===== config.mk =====
export PLATFORM = sky130hd
export DESIGN_NAME = dps_dancer_trim
export DESIGN_NICKNAME = d
export VERILOG_FILES = /design/src/hw/dps_pkg.sv /design/src/hw/dps_dancer_trim.sv
export SDC_FILE = /design/constraint.sdc
export NUM_CORES = 2
export LEC_CHECK = 0
export ABC_AREA = 0
export BUFFER_PORTS_ARGS = -buffer_cell sky130_fd_sc_hd__buf_2
export CAP_MARGIN = 25
export CORE_UTILIZATION = 35
export DETAILED_ROUTE_END_ITERATION = 8
export HOLD_SLACK_MARGIN = 0.08
export SYNTH_ARGS = -nofsm -noshare
export SYNTH_HDL_FRONTEND = slang
export SYNTH_SLANG_ARGS = --single-unit

===== constraint.sdc =====
create_clock -name sys_clk -period 22.1 [get_ports sys_clk]
set_input_delay 2.21 -clock sys_clk [delete_from_list [all_inputs] [get_ports sys_clk]]
set_output_delay 2.21 -clock sys_clk [all_outputs]
set_load 0.02 [all_outputs]

===== src/hw/dps_pkg.sv =====
// Package: register map, codes and constants of the dancer speed trim block
package dps_pkg;
   // ----------------------------------------
   // Register byte offsets
   // ----------------------------------------
   localparam logic [7:0] OFS_ACTION = 8'h00;
   localparam logic [7:0] OFS_SETPT = 8'h04;
   localparam logic [7:0] OFS_UPLIM = 8'h08;
   localparam logic [7:0] OFS_LOLIM = 8'h0c;
   localparam logic [7:0] OFS_FBRANGE = 8'h10;
   localparam logic [7:0] OFS_OUTSEL = 8'h14;
   localparam logic [7:0] OFS_INSEL = 8'h18;
   localparam logic [7:0] OFS_GAINS = 8'h1c;
   localparam logic [7:0] OFS_BIASF = 8'h20;
   localparam logic [7:0] OFS_GAINF = 8'h24;
   localparam logic [7:0] OFS_THERM = 8'h28;
   localparam logic [7:0] OFS_MAINSRC = 8'h2c;
   localparam logic [7:0] OFS_ACC2 = 8'h30;
   localparam logic [7:0] OFS_DEC2 = 8'h34;
   localparam logic [7:0] OFS_STATUS = 8'h38;
   localparam logic [7:0] OFS_SPEED = 8'h3c;
   // ----------------------------------------
   // Codes and reset values
   // ----------------------------------------
   localparam logic [7:0] ACT_REV_FIX = 8'h28;
   localparam logic [7:0] ACT_FWD_FIX = 8'h29;
   localparam logic [7:0] ACT_REV_RAT = 8'h2a;
   localparam logic [7:0] ACT_FWD_RAT = 8'h2b;
   localparam logic [7:0] IN_LOOP_SEL = 8'h0e;
   localparam logic [7:0] FN_LOWER = 8'h0e;
   localparam logic [7:0] FN_UPPER = 8'h0f;
   localparam logic [7:0] FN_DIR = 8'h10;
   localparam logic [7:0] FN_LOOP = 8'h2f;
   localparam logic [7:0] FN_INVERT = 8'h64;
   localparam logic [15:0] NO_FUNC = 16'h270f;
   localparam logic [15:0] SP_DEFAULT = 16'h01f4;
   localparam logic [15:0] PCT_FULL = 16'h03e8;
   localparam logic [15:0] GAINF_RST = 16'h1770;
   localparam logic [1:0] RNG_4_20MA = 2'h0;
   localparam logic [1:0] RNG_0_5V = 2'h1;
   localparam logic [1:0] RNG_0_10V = 2'h2;
   localparam logic [1:0] SRC_TERM2 = 2'h0;
   localparam logic [1:0] SRC_TERM4 = 2'h1;
   localparam logic [1:0] SRC_DIGITAL = 2'h2;
   // Feedback scale factors, per-mille = (raw - offset) * k >> 16
   localparam logic [11:0] ADC_4MA = 12'h333;
   localparam logic [16:0] K_4_20MA = 17'h04e25;
   localparam logic [16:0] K_0_5V = 17'h07d00;
   localparam logic [16:0] K_0_10V = 17'h03e84;
   // Reciprocal of 1000 in 2^-20 units
   localparam logic [11:0] INV_1000 = 12'h419;
   // ----------------------------------------
   // Timing
   // ----------------------------------------
   localparam int CLK_NS = 10;
   localparam int SAMPLE_NS = 1000000;
   localparam int SAMPLE_CYC = SAMPLE_NS / CLK_NS;
   // ----------------------------------------
   // Types
   // ----------------------------------------
   typedef enum logic [1:0] {
      MODE_NORMAL = 2'b01,
      MODE_DANCER = 2'b10
   } dps_mode_t;
   typedef struct packed {
      logic [7:0] action;
      logic [15:0] setPt;
      logic [15:0] upLim;
      logic [15:0] loLim;
      logic [1:0] fbRange;
      logic [7:0] outSelA;
      logic [7:0] outSelB;
      logic [7:0] inSel;
      logic [7:0] kp;
      logic [7:0] ki;
      logic [7:0] kd;
      logic [15:0] biasF;
      logic [15:0] gainF;
      logic [15:0] therm;
      logic [1:0] mainSrc;
      logic [15:0] acc2;
      logic [15:0] dec2;
   } dps_cfg_t;
   typedef struct packed {
      logic [15:0] term2Freq;
      logic [15:0] term4Freq;
      logic [15:0] digitalFreq;
      logic [15:0] outFreq;
      logic running;
      logic fwdShown;
   } dps_drive_t;
endpackage


===== src/hw/dps_dancer_trim.sv =====
// Dancer roller LOOP_ACTIVE_FLAG speed trim with APB register access
//
// How it works
// Dancer control only for action codes 40..43
// LOOP_ACTIVE_FLAG correction added to main speed command
// Ratio mode scales correction by main speed
// Feedback scaled per range to 0..100%
// Assigned select input gates dancer control
// Code 0 or input off: plain drive
// Select on while running captures output frequency
// Select off: run at valid set frequency
// Upper flag: feedback above set limit
// Lower flag: feedback below set limit
// Direction output on only for forward rotation
// Loop-active output via codes 47 or 147
// Codes 100 and up invert terminal polarity
// Set point 9999 means 50 percent
// 0..100% maps bias to gain frequency
// Ratio uses main speed clamped between bias and gain frequencies
// Feedback terminal refused as main speed in dancer modes (action codes 40..43)
// Thermistor use excludes second analog input
// Configurer disables output suspension function
// Main speed ramps with second accel/decel
// Loop-active held while loop runs stopped
// LOOP_ACTIVE_FLAG and flags update once per sample
`timescale 1ns/1ps
`default_nettype none
module dps_dancer_trim
   import dps_pkg::*;
#(
   parameter int SampleCyc = SAMPLE_CYC
) (
   // Clock and reset
   input wire logic sys_clk,
   input wire logic rst_n,
   // APB slave
   input wire logic psel,
   input wire logic penable,
   input wire logic pwrite,
   input wire logic [7:0] paddr,
   input wire logic [31:0] pwdata,
   output logic [31:0] prdata,
   output logic pready,
   output logic pslverr,
   // Drive side
   input wire dps_drive_t drive,
   input wire logic loopSelectInput,
   input wire logic [11:0] feedbackRaw,
   output logic [15:0] speedCmd,
   // Status terminals, active level set by function code
   output logic outTermA,
   output logic outTermB
);
   // ----------------------------------------
   // State
   // ----------------------------------------
   typedef struct packed {
      dps_cfg_t cfg;
      dps_mode_t mode;
      logic [23:0] sampCnt;
      logic [15:0] fbPct;
      logic signed [12:0] errPrev;
      logic signed [23:0] integ;
      logic signed [11:0] corr;
      logic [15:0] base;
      logic upF;
      logic loF;
      logic rejF;
      logic [15:0] speed;
      logic termA;
      logic termB;
      logic rdy;
      logic err;
      logic [31:0] rdat;
   } dps_state_t;

   dps_state_t s_q;
   dps_state_t s_d;

   logic tick;
   logic dancerMode;
   logic enable;
   logic ratioMode;
   logic [15:0] mainSel;
   logic [29:0] fbProd;
   logic signed [13:0] fbOff;
   logic [15:0] fbNew;
   logic [15:0] spEff;
   logic signed [12:0] errNow;
   logic signed [23:0] integNew;
   logic signed [25:0] pidSum;
   logic signed [17:0] span;
   logic signed [17:0] mOff;
   logic signed [17:0] mult;
   logic signed [29:0] prod;
   logic signed [42:0] scaled;
   logic signed [18:0] sum;
   logic [31:0] rdMux;
   logic hit;

   function automatic logic termFn(input logic [7:0] code, input logic up,
                                    input logic lo, input logic dir, input logic act);
      logic [7:0] base;
      logic v;
      base = (code >= FN_INVERT) ? code - FN_INVERT : code;
      unique case (base)
         FN_UPPER: v = up;
         FN_LOWER: v = lo;
         FN_DIR: v = dir;
         FN_LOOP: v = act;
         default: v = 1'b0;
      endcase
      termFn = (code >= FN_INVERT) ? ~v : v;
   endfunction

   // ----------------------------------------
   // Mode decode and sources
   // ----------------------------------------
   // One shared sample tick keeps LOOP_ACTIVE_FLAG, ramp and flags in step with each other
   assign tick = (s_q.sampCnt == 24'(SampleCyc - 1));
   assign dancerMode = (s_q.cfg.action >= ACT_REV_FIX)
                       && (s_q.cfg.action <= ACT_FWD_RAT);
   assign enable = dancerMode && ((s_q.cfg.inSel != IN_LOOP_SEL)
                   || loopSelectInput);
   assign ratioMode = (s_q.cfg.action == ACT_REV_RAT)
                      || (s_q.cfg.action == ACT_FWD_RAT);

   always_comb begin
      mainSel = drive.digitalFreq;
      unique case (s_q.cfg.mainSrc)
         SRC_TERM2: mainSel = (s_q.cfg.therm != NO_FUNC) ? 16'h0000
                              : drive.term2Freq;
         SRC_TERM4: mainSel = dancerMode ? 16'h0000 : drive.term4Freq;
         default: mainSel = drive.digitalFreq;
      endcase
   end

   // ----------------------------------------
   // Feedback scaling and LOOP_ACTIVE_FLAG
   // ----------------------------------------
   always_comb begin
      fbOff = 14'(signed'({2'b00, feedbackRaw}));
      fbProd = 30'({13'h0000, feedbackRaw} * K_0_10V);
      unique case (s_q.cfg.fbRange)
         RNG_4_20MA: begin
            fbOff = 14'(signed'({2'b00, feedbackRaw}) - signed'({2'b00, ADC_4MA}));
            fbProd = (fbOff < 0) ? 30'h0
                     : 30'($unsigned(fbOff) * K_4_20MA);
         end
         RNG_0_5V: fbProd = 30'({13'h0000, feedbackRaw} * K_0_5V);
         default: fbProd = 30'({13'h0000, feedbackRaw} * K_0_10V);
      endcase
      fbNew = (fbProd[29:16] > PCT_FULL[13:0]) ? PCT_FULL : {2'b00, fbProd[29:16]};
   end

   assign spEff = (s_q.cfg.setPt == NO_FUNC) ? SP_DEFAULT
                  : ((s_q.cfg.setPt > PCT_FULL) ? PCT_FULL : s_q.cfg.setPt);

   always_comb begin
      // Reverse action drives output up when feedback is below set point
      if (s_q.cfg.action[0]) begin
         errNow = 13'(signed'({1'b0, s_q.fbPct[11:0]}) - signed'({1'b0, spEff[11:0]}));
      end else begin
         errNow = 13'(signed'({1'b0, spEff[11:0]}) - signed'({1'b0, s_q.fbPct[11:0]}));
      end
      integNew = s_q.integ + 24'(errNow * signed'({1'b0, s_q.cfg.ki}));
      // Anti-windup: integrator clamped to the full output range
      if (integNew > 24'sd16000) begin
         integNew = 24'sd16000;
      end else if (integNew < -24'sd16000) begin
         integNew = -24'sd16000;
      end
      pidSum = (26'(errNow * signed'({1'b0, s_q.cfg.kp})) + 26'(integNew)
               + 26'((errNow - s_q.errPrev) * signed'({1'b0, s_q.cfg.kd}))) >>> 4;
   end

   // ----------------------------------------
   // Correction to frequency
   // ----------------------------------------
   always_comb begin
      span = 18'(signed'({2'b00, s_q.cfg.gainF}) - signed'({2'b00, s_q.cfg.biasF}));
      mOff = 18'(signed'({2'b00, mainSel}) - signed'({2'b00, s_q.cfg.biasF}));
      if (mOff < 0) begin
         mOff = 18'sd0;
      end else if (mOff > span) begin
         mOff = span;
      end
      mult = ratioMode ? mOff : span;
      prod = 30'(s_q.corr * mult);
      scaled = (43'(prod) * signed'({1'b0, INV_1000})) >>> 20;
      sum = 19'(signed'({3'b000, s_q.base}) + scaled[18:0]);
   end

   // ----------------------------------------
   // Register read mux
   // ----------------------------------------
   always_comb begin
      hit = 1'b1;
      rdMux = 32'h0;
      unique case (paddr)
         OFS_ACTION: rdMux = {24'h0, s_q.cfg.action};
         OFS_SETPT: rdMux = {16'h0, s_q.cfg.setPt};
         OFS_UPLIM: rdMux = {16'h0, s_q.cfg.upLim};
         OFS_LOLIM: rdMux = {16'h0, s_q.cfg.loLim};
         OFS_FBRANGE: rdMux = {30'h0, s_q.cfg.fbRange};
         OFS_OUTSEL: rdMux = {16'h0, s_q.cfg.outSelB, s_q.cfg.outSelA};
         OFS_INSEL: rdMux = {24'h0, s_q.cfg.inSel};
         OFS_GAINS: rdMux = {8'h0, s_q.cfg.kd, s_q.cfg.ki, s_q.cfg.kp};
         OFS_BIASF: rdMux = {16'h0, s_q.cfg.biasF};
         OFS_GAINF: rdMux = {16'h0, s_q.cfg.gainF};
         OFS_THERM: rdMux = {16'h0, s_q.cfg.therm};
         OFS_MAINSRC: rdMux = {30'h0, s_q.cfg.mainSrc};
         OFS_ACC2: rdMux = {16'h0, s_q.cfg.acc2};
         OFS_DEC2: rdMux = {16'h0, s_q.cfg.dec2};
         OFS_STATUS: rdMux = {s_q.fbPct, 12'h0, s_q.rejF, s_q.loF, s_q.upF,
                              s_q.mode == MODE_DANCER};
         OFS_SPEED: rdMux = {16'h0, s_q.speed};
         default: hit = 1'b0;
      endcase
   end

   // ----------------------------------------
   // Next state
   // ----------------------------------------
   always_comb begin
      s_d = s_q;
      // One wait state: ready rises in the second access cycle
      s_d.rdy = psel && penable && !s_q.rdy;
      s_d.err = psel && penable && !s_q.rdy && !hit;
      s_d.rdat = (psel && penable && !s_q.rdy) ? rdMux : 32'h0;
      if (psel && penable && s_q.rdy && pwrite) begin
         unique case (paddr)
            OFS_ACTION: s_d.cfg.action = pwdata[7:0];
            OFS_SETPT: s_d.cfg.setPt = pwdata[15:0];
            OFS_UPLIM: s_d.cfg.upLim = pwdata[15:0];
            OFS_LOLIM: s_d.cfg.loLim = pwdata[15:0];
            OFS_FBRANGE: s_d.cfg.fbRange = pwdata[1:0];
            OFS_OUTSEL: {s_d.cfg.outSelB, s_d.cfg.outSelA} = pwdata[15:0];
            OFS_INSEL: s_d.cfg.inSel = pwdata[7:0];
            OFS_GAINS: {s_d.cfg.kd, s_d.cfg.ki, s_d.cfg.kp} = pwdata[23:0];
            OFS_BIASF: s_d.cfg.biasF = pwdata[15:0];
            OFS_GAINF: s_d.cfg.gainF = pwdata[15:0];
            OFS_THERM: s_d.cfg.therm = pwdata[15:0];
            OFS_MAINSRC: s_d.cfg.mainSrc = pwdata[1:0];
            OFS_ACC2: s_d.cfg.acc2 = pwdata[15:0];
            OFS_DEC2: s_d.cfg.dec2 = pwdata[15:0];
            default: s_d.rdat = 32'h0;
         endcase
      end
      s_d.sampCnt = tick ? 24'h0 : s_q.sampCnt + 24'h1;
      s_d.rejF = ((s_q.cfg.mainSrc == SRC_TERM4) && dancerMode)
                 || ((s_q.cfg.mainSrc == SRC_TERM2) && (s_q.cfg.therm != NO_FUNC));
      s_d.mode = enable ? MODE_DANCER : MODE_NORMAL;
      if (enable && s_q.mode == MODE_NORMAL) begin
         // Bumpless entry: loop starts from the output frequency if the motor is running, else from the main speed
         s_d.base = drive.running ? drive.outFreq : mainSel;
         s_d.integ = 24'sd0;
         s_d.errPrev = 13'sd0;
         s_d.corr = 12'sd0;
      end else if (enable && tick) begin
         if (s_q.base < mainSel) begin
            s_d.base = (mainSel - s_q.base > s_q.cfg.acc2) ? s_q.base + s_q.cfg.acc2
                       : mainSel;
         end else begin
            s_d.base = (s_q.base - mainSel > s_q.cfg.dec2) ? s_q.base - s_q.cfg.dec2
                       : mainSel;
         end
         s_d.integ = integNew;
         s_d.errPrev = errNow;
         s_d.corr = (pidSum > 26'sd1000) ? 12'sd1000
                    : (pidSum < -26'sd1000) ? -12'sd1000 : 12'(pidSum);
      end else if (!enable) begin
         s_d.base = mainSel;
         s_d.corr = 12'sd0;
         s_d.integ = 24'sd0;
      end
      // Flags compare the previous sample, so they lag by one sample period
      if (tick) begin
         s_d.fbPct = fbNew;
         s_d.upF = dancerMode && (s_q.cfg.upLim != NO_FUNC)
                   && (s_q.fbPct > s_q.cfg.upLim);
         s_d.loF = dancerMode && (s_q.cfg.loLim != NO_FUNC)
                   && (s_q.fbPct < s_q.cfg.loLim);
      end
      if (!enable) begin
         s_d.speed = mainSel;
      end else if (sum < 0) begin
         s_d.speed = 16'h0000;
      end else if (sum > 19'sd65535) begin
         s_d.speed = 16'hffff;
      end else begin
         s_d.speed = sum[15:0];
      end
      s_d.termA = termFn(s_q.cfg.outSelA, s_q.upF, s_q.loF,
                         drive.running && drive.fwdShown,
                         s_q.mode == MODE_DANCER);
      s_d.termB = termFn(s_q.cfg.outSelB, s_q.upF, s_q.loF,
                         drive.running && drive.fwdShown,
                         s_q.mode == MODE_DANCER);
   end

   // ----------------------------------------
   // Registers
   // ----------------------------------------
   always_ff @(posedge sys_clk) begin
      if (!rst_n) begin
         s_q <= '0;
         s_q.mode <= MODE_NORMAL;
         s_q.cfg.setPt <= NO_FUNC;
         s_q.cfg.upLim <= NO_FUNC;
         s_q.cfg.loLim <= NO_FUNC;
         s_q.cfg.gainF <= GAINF_RST;
         s_q.cfg.therm <= NO_FUNC;
         s_q.cfg.mainSrc <= SRC_DIGITAL;
      end else begin
         s_q <= s_d;
      end
   end

   assign prdata = s_q.rdat;
   assign pready = s_q.rdy;
   assign pslverr = s_q.err;
   assign speedCmd = s_q.speed;
   assign outTermA = s_q.termA;
   assign outTermB = s_q.termB;

   // ----------------------------------------
   // Checks
   // ----------------------------------------
   chk_mode_range: assert property (@(posedge sys_clk) disable iff (!rst_n)
      (s_q.mode == MODE_DANCER) |-> $past(dancerMode))
      else $error("dancer mode outside action codes");
   chk_sel_gate: assert property (@(posedge sys_clk) disable iff (!rst_n)
      (dancerMode && s_q.cfg.inSel == IN_LOOP_SEL && !loopSelectInput)
      |=> s_q.mode == MODE_NORMAL)
      else $error("loop ran with select input off");
   chk_normal_speed: assert property (@(posedge sys_clk) disable iff (!rst_n)
      !enable |=> speedCmd == $past(mainSel))
      else $error("correction applied in normal drive");
   chk_capture: assert property (@(posedge sys_clk) disable iff (!rst_n)
      (enable && s_q.mode == MODE_NORMAL && drive.running)
      |=> s_q.base == $past(drive.outFreq))
      else $error("output frequency not captured");
   chk_entry_clear: assert property (@(posedge sys_clk) disable iff (!rst_n)
      (enable && s_q.mode == MODE_NORMAL)
      |=> s_q.corr == 12'sd0)
      else $error("correction not cleared on loop entry");
   chk_upper_flag: assert property (@(posedge sys_clk) disable iff (!rst_n)
      (tick && !dancerMode) |=> !s_q.upF)
      else $error("upper flag outside dancer modes");
   chk_upper_set: assert property (@(posedge sys_clk) disable iff (!rst_n)
      (tick && dancerMode && s_q.cfg.upLim != NO_FUNC && s_q.fbPct > s_q.cfg.upLim)
      |=> s_q.upF)
      else $error("upper flag missed");
   chk_lower_flag: assert property (@(posedge sys_clk) disable iff (!rst_n)
      (tick && dancerMode && s_q.cfg.loLim != NO_FUNC && s_q.fbPct < s_q.cfg.loLim)
      |=> s_q.loF)
      else $error("lower flag missed");
   chk_dir_term: assert property (@(posedge sys_clk) disable iff (!rst_n)
      (s_q.cfg.outSelA == FN_DIR)
      |=> outTermA == $past(drive.running && drive.fwdShown))
      else $error("direction terminal wrong");
   chk_loop_term: assert property (@(posedge sys_clk) disable iff (!rst_n)
      (s_q.cfg.outSelB == FN_LOOP + FN_INVERT && s_q.mode == MODE_DANCER)
      |=> !outTermB)
      else $error("inverted loop-active terminal wrong");
   chk_term4_refused: assert property (@(posedge sys_clk) disable iff (!rst_n)
      (dancerMode && s_q.cfg.mainSrc == SRC_TERM4) |=> s_q.rejF)
      else $error("feedback terminal accepted as main speed");
   chk_sample_hold: assert property (@(posedge sys_clk) disable iff (!rst_n)
      (!tick && enable && s_q.mode == MODE_DANCER) |=> $stable(s_q.corr))
      else $error("correction changed between samples");
endmodule // dps_dancer_trim
`default_nettype wire


==> results.json <==
{
  "grt_max_degree": 93,
  "cts_buffer_depth": 3,
  "drt-initial-drc-count": 3666,
  "tightestPinTransition_ps": 1120,
  "fmax_mhz": 49.8,
  "grt_pass1_wl_um": 261000,
  "cap_violations": 0,
  "wl_met2_um": 73500,
  "cts_resized": 0,
  "syn-instance-count": 6512,
  "ir_drop_mv": 0.0804,
  "final.setup.tns_ps": 0,
  "wl_met3_um": 11000,
  "r2r_end": "speedCmd[14]",
  "final_cell_mix": "inv_1, nand2_1, ha_1",
  "ys_async_sr_fraction": 0,
  "regArea_mm2": 0.00689,
  "routed.top_layer": "met4",
  "p_leak_nw": 28.7,
  "cp.arrival_ps": 20600,
  "wl_um": 165000,
  "status": "finished, final reports clean",
  "die_h_um": 399,
  "power_w": 0.00259,
  "ant_nets": 0,
  "n_fill_cell": 16000,
  "critPathKind": "primary input to flip-flop",
  "drcViolationCount": 0,
  "rr_startpoint": "s_q[349]",
  "cts_tree": "done",
  "critPathSlowestCell": "xnor2_1",
  "synthesis.area_mm2": 0.0553,
  "insertion_delay_ps": 640,
  "hold_buffers": 0,
  "initial_utilization": 0.353,
  "hold_depth": 2,
  "hold_class": "flip-flop to flip-flop",
  "synth_compound_area_frac": 0.140,
  "cp_max_fo": 14,
  "crit_path_end_kind": "flip-flop",
  "critPathRequiredTime_ps": 22630,
  "wire_per_inst_um": 19.1,
  "clock-sinks": 344,
  "placementRows": 145,
  "final_common_cell": "inv_1",
  "yosysUniqueCellTypes": 94,
  "finalClockSkew_ps": 37.2,
  "multi_input_area_mm2": 0.0429,
  "yosysWarnings": 0,
  "dr.pass1.iters": 6,
  "synth_top_family_by_area": "adder cells",
  "synthFlopType": "dfxtp_1",
  "fin_ws_ps": 2030,
  "synth_area_per_cell_um2": 8.49,
  "slew_viol_final": 0,
  "cts_setup_buffers": 0,
  "grt_usage": 0.210,
  "grt_pass1_vias": 45800,
  "post-route-min-period_ps": 20070,
  "place_congestion": 0.947,
  "synth_edf_count": 0,
  "seq_area_frac_synth": 0.125,
  "core_area_mm2": 0.156,
  "whs_endpoint": "s_q[108]",
  "num_vias": 45100,
  "final_nets": 8155,
  "muxShareOfSynthArea": 0.00652,
  "dp_hpwl_um": 135000,
  "area.growth.synth_to_final_pct": 7.93,
  "cp_slowest_stage_delay_ps": 720,
  "synth-xor-area-share": 0.0399,
  "powerDensity_mw_per_mm2": 43.5,
  "port_buffers": 164,
  "worstHoldStart": "s_q[108]",
  "setup_violations": 0,
  "io_pins": 176,
  "cp-start-kind": "primary input",
  "via_per_inst": 5.22,
  "cts.clk_slew.worst_paths_ps": 70,
  "wl_met1_um": 72800,
  "rsz0062_at_grt": "no",
  "reg2reg_setup_slack_ps": 2040,
  "cts_root_buffer": "clkbuf_16",
  "yosys.area_share.simple": 0.155,
  "htree_num_levels": 2,
  "antenna_found_initial": 13,
  "r2r_cells": 83,
  "grt_overflow_total": 0,
  "finalCritPeriodShare": 0.908,
  "pre_cts_slack_ps": 1550,
  "drive_gt1_frac": 0.0574,
  "cts_made_buffers": 44,
  "slew_headroom": 0.255,
  "die-area_mm2": 0.159,
  "die_w_um": 399,
  "hold_viol_final": 0,
  "synthAdderAreaFrac": 0.434,
  "ys_ff_latch": 344
}
cells in the mapped netlist, types with 74 or more instances:
master       n  area, um^2
clkbuf_1   213         800
a21boi_0   187        1400
dfxtp_1    344        6890
and2_1     224        1400
xnor2_1    164        1440
nor2b_1     74         463
inv_1     1149        4310
fa_1       704       14100
xor2_1      86         753
a21o_1      79         593
nand2_1    870        3270
a21oi_1    217        1090
nor2_1     298        1120
nand3_1    111         556
o21ai_0    167         836
ha_1       790        9880
critical path: cells and delay by family:
family          cells  cell delay [ps]
buf+inv             8              970
compound gates     41             7720
fa+ha+maj          15             6010
xor+xnor            3             1060
mux                 1              120
simple gates       14             2480
logic make-up (layout without fill, tap and decap cells):
family | after synthesis | count (layout)
XOR/XNOR | 251 | 251
buffers and inverters | 1421 | 1476
AO/OA/AOI/OAI | 1114 | 1114
multiplexers | 34 | 34
AND/OR/NAND/NOR | 1852 | 1852
adder cells (fa/ha/maj) | 1494 | 1494
flip-flops | 344 | 344
other | 2 | 14
final cells by class:
type / instances / area share
tap: 2058 / 0.0432
sequential: 344 / 0.115
multi-input combinational: 4752 / 0.719
clock buffer: 61 / 0.0205
timing repair buffer: 246 / 0.0243
inverter: 1149 / 0.0723
antenna: 7 / 0.000294
clock inverter: 20 / 0.00438
report_power, final:
part | internal [W] | switching (W) | leakage, nW
Clock | 0.000430 | 0.000329 | 0.710
Sequential | 0.000624 | 0.00000926 | 2.78
Combinational | 0.000513 | 0.000687 | 25.2
Total | 0.00157 | 0.00103 | 28.7
state kept, by name, indices dropped and copies added (netlist names):
signal	count
s_q	295
prdata	29
speedCmd	16
outTermA	1
outTermB	1
pready	1
pslverr	1
how the worst max path moves through the flow:
stage	startpoint	to	slack [ps]	depth (start not counted)
after floorplan	drive[35]	speedCmd[10]	3310	79
after global placement	drive[35]	speedCmd[14]	1710	82
after detailed placement	drive[35]	speedCmd[14]	1550	82
after CTS	s_q[349]	speedCmd[14]	2120	83
after global routing	drive[35]	speedCmd[14]	480	82
final	drive[35]	speedCmd[14]	2030	82
layer usage:
metal  up-vias  GRT usage
li1      21200          -
met1     22100      0.285
met2      1454      0.337
met3       318     0.0249
met4         0     0.0853
met5         -          0
metrics by stage:
stage               instances   util  area (um^2)  hold slack (ps)
finish                   8637  0.381        59600              449
global route             8635  0.381        59600              463
CTS                      8630  0.381        59600              453
detailed placement       8549  0.372        58100              444
global placement         8546  0.372        58100              438
floorplan                6517      -        55300              432
No activity file was read; power rests on OpenSTA's default activity.
